[src/logic/sifd_consts.vh]
// Register map, field positions, reset values and divider counts
`ifndef SIFD_CONSTS_VH
`define SIFD_CONSTS_VH
`define SIFD_OFF_CTRL_A 3'h0
`define SIFD_OFF_CTRL_B 3'h1
`define SIFD_OFF_ENABLES 3'h2
`define SIFD_OFF_FLAGS 3'h3
`define SIFD_OFF_DATA 3'h4
`define SIFD_CA_RUN 0
`define SIFD_CA_CLK2X 4
`define SIFD_CA_MASTER 5
`define SIFD_CA_DORD 6
`define SIFD_CB_SSD 2
`define SIFD_CB_BUFFERED_MODE_EN 7
`define SIFD_F_RXC 7
`define SIFD_F_TXC 6
`define SIFD_F_DRE 5
`define SIFD_F_SS 4
`define SIFD_F_OVF 0
`define SIFD_IE_LEGACY 0
`define SIFD_CA_MASK 8'h77
`define SIFD_CB_MASK 8'hC7
`define SIFD_EN_MASK 8'hF1
`define SIFD_RST_REG 8'h00
`define SIFD_HALF_DIV4 7'h02
`define SIFD_HALF_DIV16 7'h08
`define SIFD_HALF_DIV64 7'h20
`define SIFD_HALF_DIV128 7'h40
`endif

[src/logic/sifd_core.v]
// Serial peripheral controller: enables, event flags, data path and shifter
`timescale 1ns/100ps
`include "sifd_consts.vh"

module sifd_core (
  input wire clock,
  input wire rst,
  input wire [2:0] reg_addr,
  input wire [7:0] reg_wdata,
  input wire reg_wr,
  input wire reg_rd,
  output reg [7:0] reg_rdata,
  input wire irq_ack,
  output reg irq,
  input wire sck_i,
  output reg sck_o,
  output reg sck_oe,
  input wire mosi_i,
  output reg mosi_o,
  output reg mosi_oe,
  input wire miso_i,
  output reg miso_o,
  output reg miso_oe,
  input wire ss_n_i
);

  // ----------------------------------------
  // Helpers
  // ----------------------------------------
  function out_bit;
    input [7:0] sr;
    input lsb_first;
    begin
      out_bit = lsb_first ? sr[0] : sr[7];
    end
  endfunction

  function [7:0] shift_in;
    input [7:0] sr;
    input lsb_first;
    input b;
    begin
      shift_in = lsb_first ? {b, sr[7:1]} : {sr[6:0], b};
    end
  endfunction

  // ----------------------------------------
  // Control registers
  // ----------------------------------------
  reg [7:0] ctrl_a_ff;
  reg [7:0] ctrl_b_ff;
  reg [7:0] enables_ff;
  wire run = ctrl_a_ff[`SIFD_CA_RUN];
  wire master = ctrl_a_ff[`SIFD_CA_MASTER];
  wire dord = ctrl_a_ff[`SIFD_CA_DORD];
  wire buffered_mode_en = ctrl_b_ff[`SIFD_CB_BUFFERED_MODE_EN];
  wire select_line_disable = ctrl_b_ff[`SIFD_CB_SSD];
  wire cpha = ctrl_b_ff[0];
  wire cpol = ctrl_b_ff[1];
  wire wr_ca = reg_wr & (reg_addr == `SIFD_OFF_CTRL_A);
  wire wr_cb = reg_wr & (reg_addr == `SIFD_OFF_CTRL_B);
  wire wr_en = reg_wr & (reg_addr == `SIFD_OFF_ENABLES);
  wire wr_flags = reg_wr & (reg_addr == `SIFD_OFF_FLAGS);
  wire rd_flags = reg_rd & (reg_addr == `SIFD_OFF_FLAGS);
  wire wr_data = reg_wr & (reg_addr == `SIFD_OFF_DATA);
  wire rd_data = reg_rd & (reg_addr == `SIFD_OFF_DATA);
  wire acc_data = wr_data | rd_data;

  // ----------------------------------------
  // Pin synchronisers
  // ----------------------------------------
  // Order: ss_n, sck, mosi, miso
  reg [3:0] pin_s1_ff;
  reg [3:0] pin_s2_ff;
  reg [3:0] pin_s3_ff;
  reg [3:0] pin_f_ff;
  reg [3:0] pin_fd_ff;
  wire [3:0] agree = ~(pin_s2_ff ^ pin_s3_ff);

  always @(posedge clock or posedge rst) begin
    if (rst) begin
      // Idle levels: select high, clock low, data high; no false edge at release
      pin_s1_ff <= 4'hB;
      pin_s2_ff <= 4'hB;
      pin_s3_ff <= 4'hB;
      pin_f_ff <= 4'hB;
      pin_fd_ff <= 4'hB;
    end else begin
      pin_s1_ff <= {ss_n_i, sck_i, mosi_i, miso_i};
      pin_s2_ff <= pin_s1_ff;
      pin_s3_ff <= pin_s2_ff;
      pin_f_ff <= (pin_f_ff & ~agree) | (pin_s3_ff & agree);
      pin_fd_ff <= pin_f_ff;
    end
  end

  wire ss_low = ~pin_f_ff[3];
  wire sck_edge = pin_f_ff[2] ^ pin_fd_ff[2];
  // Select pulled low under a master forces slave role
  wire mode_fault = run & master & ~select_line_disable & ss_low;
  wire slave_act = run & ~master & ss_low;

  // ----------------------------------------
  // Shifter and master clock divider
  // ----------------------------------------
  reg [7:0] sr_ff;
  reg [2:0] bitcnt_ff;
  reg busy_ff;
  reg sr_full_ff;
  reg sck_ff;
  reg out_ff;
  reg [6:0] hcnt_ff;
  reg [3:0] ecnt_ff;
  reg [7:0] tx_buf_ff;
  reg tx_full_ff;
  reg [6:0] half;

  always @* begin
    case (ctrl_a_ff[2:1])
      2'h0: half = `SIFD_HALF_DIV4;
      2'h1: half = `SIFD_HALF_DIV16;
      2'h2: half = `SIFD_HALF_DIV64;
      2'h3: half = `SIFD_HALF_DIV128;
      default: half = `SIFD_HALF_DIV4;
    endcase
    if (ctrl_a_ff[`SIFD_CA_CLK2X])
      half = {1'b0, half[6:1]};
  end

  wire tick = busy_ff & (hcnt_ff == 7'h00);
  wire lead_m = tick & ~ecnt_ff[0];
  wire trail_m = tick & ecnt_ff[0];
  wire lead_s = slave_act & sck_edge & (pin_f_ff[2] == ~cpol);
  wire trail_s = slave_act & sck_edge & (pin_f_ff[2] == cpol);
  wire lead = master ? lead_m : lead_s;
  wire trail = master ? trail_m : trail_s;
  wire samp = cpha ? trail : lead;
  wire setp = cpha ? lead : trail;
  wire in_bit = master ? pin_f_ff[0] : pin_f_ff[1];
  wire [7:0] sr_in = shift_in(sr_ff, dord, in_bit);
  wire byte_done = samp & (bitcnt_ff == 3'h7);
  wire xfer_end = master ? (tick & (ecnt_ff == 4'hF)) : byte_done;
  wire nb_busy = master ? busy_ff : (bitcnt_ff != 3'h0);
  wire bf_busy = master ? busy_ff : (sr_full_ff | (bitcnt_ff != 3'h0));
  // Buffered mode moves the waiting byte on; plain mode loads straight
  wire load = run & ~mode_fault & (buffered_mode_en ? (tx_full_ff & ~bf_busy)
                                                    : (wr_data & ~nb_busy));
  wire [7:0] load_val = buffered_mode_en ? tx_buf_ff : reg_wdata;

  always @(posedge clock or posedge rst) begin
    if (rst) begin
      sr_ff <= `SIFD_RST_REG;
      bitcnt_ff <= 3'h0;
      busy_ff <= 1'b0;
      sr_full_ff <= 1'b0;
      sck_ff <= 1'b0;
      out_ff <= 1'b0;
      hcnt_ff <= 7'h00;
      ecnt_ff <= 4'h0;
    end else if (mode_fault | ~run) begin
      busy_ff <= 1'b0;
      bitcnt_ff <= 3'h0;
      sr_full_ff <= 1'b0;
      sck_ff <= cpol;
    end else if (load) begin
      sr_ff <= load_val;
      sr_full_ff <= 1'b1;
      busy_ff <= master;
      bitcnt_ff <= 3'h0;
      hcnt_ff <= half - 7'h01;
      ecnt_ff <= 4'h0;
      if (~cpha)
        out_ff <= out_bit(load_val, dord);
    end else begin
      if (samp) begin
        sr_ff <= sr_in;
        bitcnt_ff <= bitcnt_ff + 3'h1;
      end
      if (byte_done)
        sr_full_ff <= 1'b0;
      if (setp)
        out_ff <= out_bit(sr_ff, dord);
      if (busy_ff) begin
        if (tick) begin
          sck_ff <= ~sck_ff;
          ecnt_ff <= ecnt_ff + 4'h1;
          hcnt_ff <= half - 7'h01;
          if (ecnt_ff == 4'hF)
            busy_ff <= 1'b0;
        end else begin
          hcnt_ff <= hcnt_ff - 7'h01;
        end
      end else begin
        sck_ff <= cpol;
      end
      // Select released mid-byte: drop the partial byte
      if (~master & ~slave_act)
        bitcnt_ff <= 3'h0;
    end
  end

  // ----------------------------------------
  // Transmit buffer
  // ----------------------------------------
  always @(posedge clock or posedge rst) begin
    if (rst) begin
      tx_buf_ff <= `SIFD_RST_REG;
      tx_full_ff <= 1'b0;
    end else begin
      if (wr_data & buffered_mode_en)
        tx_buf_ff <= reg_wdata;
      // Write wins over the hand-off taking the previous byte
      tx_full_ff <= (wr_data & buffered_mode_en) |
                    (tx_full_ff & ~(load & buffered_mode_en));
    end
  end

  // ----------------------------------------
  // Receive buffer: entry 2 is the head
  // ----------------------------------------
  reg [7:0] rx1_ff;
  reg [7:0] rx2_ff;
  reg [1:0] rx_cnt_ff;
  wire pop = rd_data & buffered_mode_en & (rx_cnt_ff != 2'h0);
  wire clr_rx = wr_flags & buffered_mode_en & reg_wdata[`SIFD_F_RXC];
  wire [1:0] cap = clr_rx ? 2'h0 : (rx_cnt_ff - {1'b0, pop});
  wire full_hit = byte_done & buffered_mode_en & (cap == 2'h2);

  always @(posedge clock or posedge rst) begin
    if (rst) begin
      rx1_ff <= `SIFD_RST_REG;
      rx2_ff <= `SIFD_RST_REG;
      rx_cnt_ff <= 2'h0;
    end else begin
      if (pop)
        rx2_ff <= rx1_ff;
      if (byte_done & ~buffered_mode_en)
        rx2_ff <= sr_in;
      if (byte_done & buffered_mode_en & (cap == 2'h0))
        rx2_ff <= sr_in;
      if (byte_done & buffered_mode_en & (cap == 2'h1))
        rx1_ff <= sr_in;
      // Third byte is dropped, both entries kept
      if (byte_done & buffered_mode_en & (cap != 2'h2))
        rx_cnt_ff <= cap + 2'h1;
      else
        rx_cnt_ff <= cap;
    end
  end

  // ----------------------------------------
  // Event flags
  // ----------------------------------------
  reg if_ff;
  reg if_arm_ff;
  reg write_collision_flag_ff;
  reg wc_arm_ff;
  reg txc_ff;
  reg select_trigger_flag_ff;
  reg ovf_ff;
  reg ovf_pend_ff;
  wire nb = ~buffered_mode_en;
  wire if_set = nb & (byte_done | mode_fault);
  wire if_clr = irq_ack | (acc_data & if_arm_ff);
  wire wc_set = nb & run & wr_data & nb_busy;
  wire wc_clr = acc_data & wc_arm_ff;
  wire txc_set = buffered_mode_en & xfer_end & ~tx_full_ff;
  wire txc_clr = wr_flags & buffered_mode_en & reg_wdata[`SIFD_F_TXC];
  wire ss_set = buffered_mode_en & mode_fault;
  wire ss_clr = wr_flags & buffered_mode_en & reg_wdata[`SIFD_F_SS];
  wire ovf_set = (full_hit & tx_full_ff) |
                 (buffered_mode_en & load & ovf_pend_ff);
  wire pend_set = full_hit & ~tx_full_ff;

  // Every flag but the empty flag: hardware set beats any clear in the same cycle
  always @(posedge clock or posedge rst) begin
    if (rst) begin
      if_ff <= 1'b0;
      if_arm_ff <= 1'b0;
      write_collision_flag_ff <= 1'b0;
      wc_arm_ff <= 1'b0;
      txc_ff <= 1'b0;
      select_trigger_flag_ff <= 1'b0;
      ovf_ff <= 1'b0;
      ovf_pend_ff <= 1'b0;
    end else begin
      if_ff <= if_set | (if_ff & ~if_clr);
      if_arm_ff <= (rd_flags & if_ff) | (if_arm_ff & ~acc_data);
      write_collision_flag_ff <= wc_set | (write_collision_flag_ff & ~wc_clr);
      wc_arm_ff <= (rd_flags & write_collision_flag_ff) | (wc_arm_ff & ~acc_data);
      txc_ff <= txc_set | (txc_ff & ~txc_clr);
      select_trigger_flag_ff <= ss_set | (select_trigger_flag_ff & ~ss_clr);
      ovf_ff <= ovf_set | (ovf_ff & ~rd_data);
      ovf_pend_ff <= pend_set | (ovf_pend_ff & ~(load | rd_data));
    end
  end

  wire rx_done_flag = rx_cnt_ff != 2'h0;
  wire tx_buf_empty_flag = buffered_mode_en & ~tx_full_ff;
  wire [7:0] flags_view = buffered_mode_en ?
    {rx_done_flag, txc_ff, tx_buf_empty_flag, select_trigger_flag_ff, 3'h0, ovf_ff} :
    {if_ff, write_collision_flag_ff, 6'h00};

  // ----------------------------------------
  // Register bus
  // ----------------------------------------
  always @(posedge clock or posedge rst) begin
    if (rst) begin
      ctrl_a_ff <= `SIFD_RST_REG;
      ctrl_b_ff <= `SIFD_RST_REG;
      enables_ff <= `SIFD_RST_REG;
    end else begin
      if (wr_ca)
        ctrl_a_ff <= reg_wdata & `SIFD_CA_MASK;
      // Fault wins: software must rewrite the master bit
      if (mode_fault)
        ctrl_a_ff[`SIFD_CA_MASTER] <= 1'b0;
      if (wr_cb)
        ctrl_b_ff <= reg_wdata & `SIFD_CB_MASK;
      if (wr_en)
        enables_ff <= reg_wdata & `SIFD_EN_MASK;
    end
  end

  reg [7:0] rd_val;
  always @* begin
    case (reg_addr)
      `SIFD_OFF_CTRL_A: rd_val = ctrl_a_ff;
      `SIFD_OFF_CTRL_B: rd_val = ctrl_b_ff;
      `SIFD_OFF_ENABLES: rd_val = buffered_mode_en ? enables_ff
                                                   : (enables_ff & 8'h01);
      `SIFD_OFF_FLAGS: rd_val = flags_view;
      `SIFD_OFF_DATA: rd_val = rx2_ff;
      default: rd_val = 8'h00;
    endcase
  end

  // ----------------------------------------
  // Outputs
  // ----------------------------------------
  // Enabled empty flag keeps the request up until data is written
  wire [3:0] buf_req = {rx_done_flag, txc_ff, tx_buf_empty_flag, select_trigger_flag_ff} &
                       enables_ff[7:4];
  wire irq_nxt = buffered_mode_en ? (|buf_req)
                                  : (if_ff & enables_ff[`SIFD_IE_LEGACY]);

  always @(posedge clock or posedge rst) begin
    if (rst) begin
      reg_rdata <= 8'h00;
      irq <= 1'b0;
      sck_o <= 1'b0;
      sck_oe <= 1'b0;
      mosi_o <= 1'b0;
      mosi_oe <= 1'b0;
      miso_o <= 1'b0;
      miso_oe <= 1'b0;
    end else begin
      reg_rdata <= reg_rd ? rd_val : 8'h00;
      irq <= irq_nxt;
      sck_o <= sck_ff;
      sck_oe <= run & master;
      mosi_o <= out_ff;
      mosi_oe <= run & master;
      miso_o <= out_ff;
      miso_oe <= slave_act;
    end
  end

endmodule // sifd_core

[config.mk]
export PLATFORM = sky130hd
export DESIGN_NAME = sifd_core
export DESIGN_NICKNAME = d
export VERILOG_FILES = /design/src/logic/sifd_core.v
export VERILOG_INCLUDE_DIRS = /design/src /design/src/logic
export SDC_FILE = /design/constraint.sdc
export NUM_CORES = 1
export LEC_CHECK = 0
export BUFFER_PORTS_ARGS = -buffer_cell sky130_fd_sc_hd__buf_2
export CORE_MARGIN = 2
export CORE_UTILIZATION = 40
export DETAILED_ROUTE_END_ITERATION = 10
export PLACE_DENSITY = 0.57
export SETUP_SLACK_MARGIN = 0.1
export SYNTH_ARGS = -nofsm -noshare
export SYNTH_HDL_FRONTEND = slang
export SYNTH_SLANG_ARGS = --single-unit
[constraint.sdc]
create_clock -name clock -period 4.85 [get_ports clock]
set_input_delay 0.97 -clock clock [delete_from_list [all_inputs] [get_ports clock]]
set_output_delay 0.97 -clock clock [all_outputs]
set_load 0.02 [all_outputs]
==> out/results.ini, run 1 <==
[route]
viasPerCell = 5.42
routed_wl_um = 12400
vias = 3717
wire_per_inst_um = 18.1
drt-pass1-iter-count = 4
post-route-drc-count = 0
ant_nets = 0
drt_iter0_markers = 324

[floorplanning]
die_w_um = 121
pin_count = 35
fp.dieH_um = 121
coreArea_um2 = 13300
rows = 42
die-area_um2 = 14600
start_util_pct = 41.2

[sta]
finalSetupTns_ps = 0
timing.hold.ws_ps = 349
skew_ps = 5.57
fmax_mhz = 297
post-route-period-util_pct = 69.4
drv_slew = 0
rsz0062_at_grt = false
finalSetupViolations = 0
finalCriticalPeriod_ps = 3360
hold_viol = 0
tightest_slew_ps = 941
slew_headroom_pct = 37.3

[cells_and_area]
n_antenna_cell = 0
syn_to_final_growth_pct = 11.0
utilization_pct = 45.7
drive_gt1_share_pct = 23.1
nets = 536
final.fill_count = 1274

[synth]
synth_nets = 510
syn_inst = 479
synth-seq-cells = 107
yosys.area_share.simple_pct = 11.9
synth_xor_area_share_pct = 0.480
syn_area_um2 = 5480
synthDistinctLibCells = 65
synth_compound_area_share_pct = 12.4
synth_fa_ha_area_share_pct = 3.24
ys_seq_area_share_pct = 49.2
synth-edff-count = 0
ys_warn_count = 0
synth-main-ff-cell = dfrtp_1
avgSynthCellArea_um2 = 11.4
yosys-mux-area-fraction_pct = 18.3
async_flop_share_pct = 100
synth_top_family_by_area = multiplexers

[clock_tree]
clock_latency_ps = 360
ctsResizeCount = 0
clkSlewWorstSetupHoldPaths_ps = 70
cts_htree_levels = 3
tritoncts = yes
post_cts_buffers = 0
root_buffer = clkbuf_16
numCtsBuffers = 9
cts_hold_buf = 0
cts_sinks = 107
clockBufferDepth = 2

[worst_setup_path]
endpoint_kind = flip-flop
path_cells = buf_2 -> nor2_1 -> nand3_1 -> nor2_2 -> buf_4 -> ha_1 -> a21oi_1 -> inv_1 -> ha_1 -> o2111ai_4 -> mux2_2
crit_required_ps = 5090
cp_slowest_stage_delay_ps = 380
cpMostUsedCell = ha_1
cp_max_fo = 15
critPathLaunchType = primary input
crit_type = primary input to flip-flop
worstPathArrival_ps = 3610
critPathSlowestCell = mux2_2

[outcome]
status = finished clean

[placement]
port_buffers = 34
gp_congestion = 0.851
dp_hpwl_um = 8760

[global_route]
grt_pass1_wl_um = 20100
grt-ovfl-total = 0
grt_start_max_net_pins = 79
grt_pass1_vias = 3682
grtUsageTotal_pct = 18.3
antenna_found_initial = 0

[hold_path]
hp-class = flip-flop to flip-flop

[power_and_ir_drop]
peakVddDrop_mv = 0.187
power_density_nw_per_um2 = 493
leakage_nw = 2.78

[job]
maxCapViolCount = 0

synth_stat cells, drive strengths merged, types with 7 or more instances:
master | number | area (um2)
mux2i | 55 | 551
o211ai | 7 | 71.3
o21ai | 23 | 119
nand3 | 13 | 77.6
dfrtp | 95 | 2380
a21oi | 17 | 85.1
nand2 | 28 | 105
nor2b | 11 | 68.8
dfstp | 12 | 315
ha | 11 | 138
buf | 19 | 125
a22o | 7 | 61.3
mux2 | 38 | 428
inv | 28 | 105
nor2 | 25 | 113
cell families (layout without fill, tap and decap cells):
logic type               Yosys count  after routing
AND/OR/NAND/NOR                  116            116
flip-flops                       107            107
multiplexers                      94             94
AO/OA/AOI/OAI                     92             92
buffers and inverters             52             83
adder cells (fa/ha/maj)           15             15
XOR/XNOR                           3              3
layout make-up:
class / instances / area, um2 / area share [%]
flip-flops and latches: 107 / 2690 / 44.3
multi-input cells: 320 / 2530 / 41.7
clock buffers: 12 / 246 / 4.06
well taps: 176 / 220 / 3.62
repair buffers: 38 / 200 / 3.29
inverters: 29 / 111 / 1.83
clock inverters: 4 / 73.8 / 1.21
metrics by stage:
step	total power [W]	worst slack, ps	area (um2)	instances
after floorplan	0.00197	1080	5480	479
after global placement	0.00220	1220	5760	670
after detailed placement	0.00222	1150	5760	670
after CTS	0.00303	1510	6080	686
after global routing	0.00319	1290	6080	686
final	0.00300	1490	6080	686
state kept, by name, summed over array words and instances (netlist names), 6 cells and up, named ones only:
| register | cells |
|---|---|
| hcnt_ff | 7 |
| sr_ff | 8 |
| ctrl_a_ff | 6 |
| rx2_ff | 8 |
| reg_rdata | 8 |
| rx1_ff | 8 |
| tx_buf_ff | 8 |
power by group:
part | total [W] | switching (W) | internal [W]
combinational | 0.000896 | 0.000499 | 0.000397
clock | 0.000799 | 0.000332 | 0.000467
sequential | 0.00130 | 0.000199 | 0.00111
cell usage in the layout, fill, tap and decap left out, types with 4 or more instances in the layout:
master / Yosys / routed
dfrtp_1: 95 / 95
and2_1: 4 / 4
dfstp_2: 12 / 12
o22ai_1: 6 / 6
buf_2: 7 / 34
nand3_1: 12 / 12
mux2_2: 36 / 36
buf_4: 4 / 4
nor2b_1: 11 / 11
nand2b_1: 5 / 5
maj3_1: 4 / 4
o21ai_0: 18 / 18
nor2_1: 23 / 23
mux2i_1: 55 / 55
ha_1: 11 / 11
nand3b_1: 4 / 4
nand4_1: 4 / 4
o211ai_1: 5 / 5
a22o_1: 7 / 7
a21oi_1: 17 / 17
inv_1: 28 / 27
clkbuf_16: 0 / 9
a22oi_1: 4 / 4
nand2_1: 28 / 28
o21ai_1: 4 / 4
nor3_1: 5 / 5
worst max-delay path: cells and delay by family:
kind,cells,cell delay [ps]
AO/OA/AOI/OAI,2,620
AND/OR/NAND/NOR,3,630
multiplexers,1,380
buffers and inverters,3,500
adder cells (fa/ha/maj),2,500
path summary, 6_finish.rpt:
path                         startpoint      endpoint  slack [ps]  cells after the start
min                        pin_s1_ff[2]  pin_s2_ff[2]         350                      0
max in group asynchronous           rst  ctrl_b_ff[6]        3050                      3
min reg2reg                pin_s1_ff[2]  pin_s2_ff[2]         350                      0
max                         reg_addr[0]     rx2_ff[7]        1490                     11
max reg2reg                ctrl_b_ff[7]     rx2_ff[7]        2000                     10
min in group asynchronous           rst    hcnt_ff[3]         830                      2
layer usage:
layer	GRT usage (%)	routed length [um]
met1	26.1	5820
met2	27.1	5700
met3	3.43	625
met4	7.56	253
met5	0	0
(Power assumes the default switching activity.)
==> inputs of run 2 (changes only) <==
--- a/config.mk
+++ b/config.mk
@@ -6,11 +6,12 @@
 export SDC_FILE = /design/constraint.sdc
 export NUM_CORES = 1
 export LEC_CHECK = 0
+export ABC_AREA = 1
 export BUFFER_PORTS_ARGS = -buffer_cell sky130_fd_sc_hd__buf_2
 export CORE_MARGIN = 2
 export CORE_UTILIZATION = 40
 export DETAILED_ROUTE_END_ITERATION = 10
-export PLACE_DENSITY = 0.57
+export PLACE_DENSITY = 0.6
 export SETUP_SLACK_MARGIN = 0.1
 export SYNTH_ARGS = -nofsm -noshare
 export SYNTH_HDL_FRONTEND = slang
==> constraint.sdc (replaced) <==
create_clock -name clock -period 2.7 [get_ports clock]
set_input_delay 0.54 -clock clock [delete_from_list [all_inputs] [get_ports clock]]
set_output_delay 0.54 -clock clock [all_outputs]
set_load 0.02 [all_outputs]
==> out/results.ini, run 2 <==
[synth]
synth_nets = 694
yosys.area_share.simple_pct = 27.2
synth_xor_area_share_pct = 1.13
synth-seq-cells = 107
synth-main-ff-cell = dfrtp_1
ys_seq_area_share_pct = 49.8
synth_common_cells = nand2_1 (210), dfrtp_1 (95), inv_1 (71)
synth_fa_ha_area_share_pct = 3.28
synth-edff-count = 0
synth_compound_area_share_pct = 10.8
synthDistinctLibCells = 44
synth_top_area_cell = dfrtp_1
yosys-mux-area-fraction_pct = 0.393
synth_top_family_by_area = simple AND/OR/NAND/NOR gates
syn_inst = 663
yosys-top-cells-area = dfrtp_1 (44%), nand2_1 (15%), o21ai_0 (6.5%), dfstp_2 (5.8%), inv_1 (4.9%)
synth.most_common_cell = nand2_1
ys_warn_count = 0
syn_area_um2 = 5410
synth_top_cell_area_share_pct = 43.9
avgSynthCellArea_um2 = 8.16
async_flop_share_pct = 100

[worst_setup_path]
cp_max_fo = 16
cp.depth = 15
critPathLaunchType = primary input
crit_required_ps = 2950
crit_start = reg_addr[0]
endpoint_kind = flip-flop
path_delay_family = simple AND/OR/NAND/NOR gates
reg2reg_depth = 7
critPathSlowestCell = or2_4
cpMostUsedCell = nand2_1
r2r_start = ctrl_a_ff[5]
crit_type = primary input to flip-flop
worstPathArrival_ps = 2600
critPathBufInv = 3
cp_slowest_stage_delay_ps = 280
path_cells = buf_2 -> inv_16 -> nand2_4 -> nor3_2 -> inv_2 -> nor3_4 -> ha_4 -> xor2_1 -> nand2_1 -> ha_2 -> or2_4 -> nand4_4 -> nand2_1 -> nand2_1 -> nand2_1

[power_and_ir_drop]
power_density_nw_per_um2 = 810
peakVddDrop_mv = 0.319
leakage_nw = 3.07

[clock_tree]
root_buffer = clkbuf_16
clock_latency_ps = 360
cts_htree_levels = 3
tritoncts = yes
cts_sinks = 107
cts_hold_buf = 0
numCtsBuffers = 9
post_cts_buffers = 0
clkSlewWorstSetupHoldPaths_ps = 70
ctsResizeCount = 0
clockBufferDepth = 2

[cells_and_area]
n_antenna_cell = 0
final_cells = 876
drive_gt1_share_pct = 15.3
multi_input_area_um2 = 2350
final_cell_mix = nand2_1 (209), dfrtp_1 (95), o21ai_0 (70)
syn_to_final_growth_pct = 13.4
nets = 726
final_common_cell = nand2_1
regArea_um2 = 2690
final.fill_count = 1306

[sta]
drv_slew = 0
skew_ps = 7.64
rsz0062_at_grt = false
hold_viol = 0
fmax_mhz = 425
finalCriticalPeriod_ps = 2350
post-route-period-util_pct = 87.1
slew_headroom_pct = 60.6
finalSetupTns_ps = 0
tightest_slew_ps = 590
finalSetupViolations = 0

[global_route]
grt_start_max_net_pins = 108
grt_pass1_wl_um = 22200
grt-ovfl-total = 0
grtUsageTotal_pct = 19.8
grt_pass1_vias = 4475
antenna_found_initial = 0

[floorplanning]
die-area_um2 = 14500
rows = 42
coreArea_um2 = 13200
pin_count = 35
fp.dieH_um = 120
die_w_um = 120
start_util_pct = 40.9

[job]
maxCapViolCount = 0

[route]
ant_nets = 0
drt-pass1-iter-count = 5
vias = 4495
post-route-drc-count = 0
drt_iter0_markers = 493
viasPerCell = 5.13
wire_per_inst_um = 15.1
routed_wl_um = 13200

[hold_path]
min_path_cells = 1
hp-class = primary input to flip-flop
holdCritStartpoint = miso_i

[placement]
gp_congestion = 0.846
placed_cells = 860
port_buffers = 34
dp_hpwl_um = 9640

[outcome]
status = finished clean

run 2: final timing paths:
path	slack, ps	end
max reg2reg	550	if_ff
max	350	rx2_ff[7]
max in group asynchronous	1920	hcnt_ff[0]
min in group asynchronous	310	pin_s1_ff[2]
min reg2reg	360	pin_s2_ff[1]
min	270	pin_s1_ff[0]
run 2: cell type report:
cell class | instances | area share, %
Timing Repair Buffer | 43 | 4.08
Clock buffer | 11 | 3.96
Multi-Input combinational cell | 457 | 38.3
Tap cell | 176 | 3.59
Clock inverter | 5 | 1.02
Inverter | 77 | 5.12
Sequential cell | 107 | 43.9
run 2: cells by family after synthesis:
family                     count (synthesis)
xor gates and xnor gates                   7
muxes                                      2
AOI/OAI and AO/OA                        106
adders and majority gates                 15
and+or+nand+nor                          327
DFF                                      107
buffers and inverters                     99
run 2: through the flow:
step / area [um2] / util [%] / hold WS, ps / setup WS, ps / power, W
floorplan: 5490 / - / 331 / 52.7 / 0.00322
global placement: 5830 / 44.0 / 339 / 52.8 / 0.00358
detailed placement: 5830 / 44.0 / 340 / 5.59 / 0.00362
CTS: 6130 / 46.3 / 259 / 358 / 0.00500
global route: 6130 / 46.3 / 259 / 140 / 0.00532
finish: 6130 / 46.3 / 268 / 349 / 0.00497
run 2: routing by layer:
metal / GRT usage (%) / up-vias / part of all wire (%)
met2: 31.1 / 147 / 46
met1: 26.0 / 2096 / 46
li1: - / 2222 / -
met5: 0 / - / 0
met3: 3.16 / 30 / 5.1
met4: 11.3 / 0 / 3.3
run 2: power by group:
group	leakage, nW	internal (W)	switching (W)
Sequential	1.37	0.00191	0.000252
Clock	0.142	0.000748	0.000613
Combinational	1.56	0.000502	0.000945
==> inputs of run 3 (changes only) <==
--- a/config.mk
+++ b/config.mk
@@ -8,10 +8,12 @@
 export LEC_CHECK = 0
 export ABC_AREA = 1
 export BUFFER_PORTS_ARGS = -buffer_cell sky130_fd_sc_hd__buf_2
+export CELL_PAD_IN_SITES_DETAIL_PLACEMENT = 1
+export CELL_PAD_IN_SITES_GLOBAL_PLACEMENT = 1
 export CORE_MARGIN = 2
 export CORE_UTILIZATION = 40
 export DETAILED_ROUTE_END_ITERATION = 10
-export PLACE_DENSITY = 0.6
+export PLACE_DENSITY = 0.75
 export SETUP_SLACK_MARGIN = 0.1
 export SYNTH_ARGS = -nofsm -noshare
 export SYNTH_HDL_FRONTEND = slang
==> out/results.ini, run 3 (synthesis results as in run 2) <==
[clock_tree]
clkSlewWorstSetupHoldPaths_ps = 70
post_cts_buffers = 0
clockBufferDepth = 2
cts_htree_levels = 3
cts_hold_buf = 0
ctsResizeCount = 0
numCtsBuffers = 9
clock_latency_ps = 350
cts_sinks = 107
tritoncts = yes
root_buffer = clkbuf_16

[cells_and_area]
final_common_cell = nand2_1
final_area_um2 = 6170
n_antenna_cell = 0
nets = 729
drive_gt1_share_pct = 15.5
final_cell_mix = nand2_1 (209), dfrtp_1 (95), o21ai_0 (70)
syn_to_final_growth_pct = 14.0

[route]
drt_iter0_markers = 313
vias = 4651
post-route-drc-count = 0
routed_wl_um = 15100
wire_per_inst_um = 17.2
drt-pass1-iter-count = 4
viasPerCell = 5.29
ant_nets = 0

[placement]
gp_congestion = 0.858
port_buffers = 34
dp_hpwl_um = 11200
dp_slack_ps = 6.87
dpl_cell_area_um2 = 5850

[worst_setup_path]
crit_required_ps = 2940
critPathSlowestCell = or2_4
worstPathArrival_ps = 2580
path_delay_family = simple AND/OR/NAND/NOR gates
r2r_start = ctrl_a_ff[5]
r2r-end = rx_cnt_ff[0]
critPathBufInv = 3
path_cells = buf_2 -> inv_16 -> nand2_4 -> nor3_2 -> inv_2 -> nor3_4 -> ha_4 -> xor2_1 -> nand2_1 -> ha_2 -> or2_4 -> nand4_4 -> nand2_1 -> nand2_1 -> nand2_1
critPathLaunchType = primary input
endpoint_kind = flip-flop
cp_max_fo = 16
r2r_setup_slack_ps = 450
crit_type = primary input to flip-flop
cpMostUsedCell = nand2_1
cp_slowest_stage_delay_ps = 250
reg2reg_depth = 7

[sta]
timing.hold.ws_ps = 250
slew_headroom_pct = 61.3
post-route-period-util_pct = 86.5
finalCriticalPeriod_ps = 2340
rsz0062_at_grt = false
fmax_mhz = 428
finalSetupViolations = 0
hold_viol = 0
finalSetupTns_ps = 0
tightest_slew_ps = 580
drv_slew = 0
fin_ws_ps = 364
skew_ps = 9.82

[power_and_ir_drop]
leakage_nw = 3.09
peakVddDrop_mv = 0.302
power_density_nw_per_um2 = 822

[floorplanning]
die-area_um2 = 14500
fp.dieH_um = 120
coreArea_um2 = 13200
rows = 42
die_w_um = 120
start_util_pct = 40.9
pin_count = 35

[global_route]
grt_pass1_vias = 4861
grt_pass1_wl_um = 25600
grtUsageTotal_pct = 22.5
grt_start_max_net_pins = 56
antenna_found_initial = 0
grt-ovfl-total = 0

[outcome]
status = finished clean

[hold_path]
hp-class = primary input to asynchronous set/reset pin

[job]
maxCapViolCount = 0

==> run 3: cell count changes in the layout (fill, tap and decap cells not counted), sizes merged <==
cell	delta
clkinv	-2
buf	+3
clkinvlp	-2
clkbuf	+4
==> run 3: metrics by stage <==
step / cells / total power [W] / util, %
floorplan: 663 / 0.00322 / -
global placement: 863 / 0.00361 / 44.2
detailed placement: 863 / 0.00370 / 44.2
CTS: 879 / 0.00513 / 46.6
global route: 879 / 0.00543 / 46.6
finish: 879 / 0.00507 / 46.6
==> run 3: cell type report <==
cell class | instances | area, um2
Sequential cell | 107 | 2690
Clock buffer | 15 | 288
Tap cell | 176 | 220
Multi-Input combinational cell | 457 | 2350
Timing Repair Buffer | 46 | 273
Fill cell | 1638 | 7070
Inverter | 77 | 314
Clock inverter | 1 | 30.0
==> run 3: routing by layer <==
| metal | track usage (%) | part of all wire, % | vias to the layer above |
|---|---|---|---|
| li1 | - | - | 2225 |
| met1 | 29.8 | 46 | 2302 |
| met2 | 36.6 | 48 | 97 |
| met3 | 4.01 | 4.2 | 27 |
| met4 | 8.94 | 2.6 | 0 |
| met5 | 0 | 0 | - |
==> run 3: worst max-delay path by stage <==
| stage | start | endpoint | cells after the start |
|---|---|---|---|
| 2_1_floorplan | reg_addr[0] | rx2_ff[0] | 16 |
| 3_3_place_gp | reg_addr[0] | rx2_ff[0] | 15 |
| 6_report | reg_addr[0] | rx2_ff[1] | 15 |
| 5_1_grt | reg_addr[0] | rx1_ff[2] | 14 |
| 3_5_place_dp | reg_addr[0] | rx1_ff[0] | 14 |
| 4_1_cts | reg_addr[0] | rx1_ff[2] | 14 |
==> run 3: power by group <==
part / switching, W / internal (W)
clock: 0.000578 / 0.000822
combinational: 0.000991 / 0.000510
sequential: 0.000263 / 0.00191
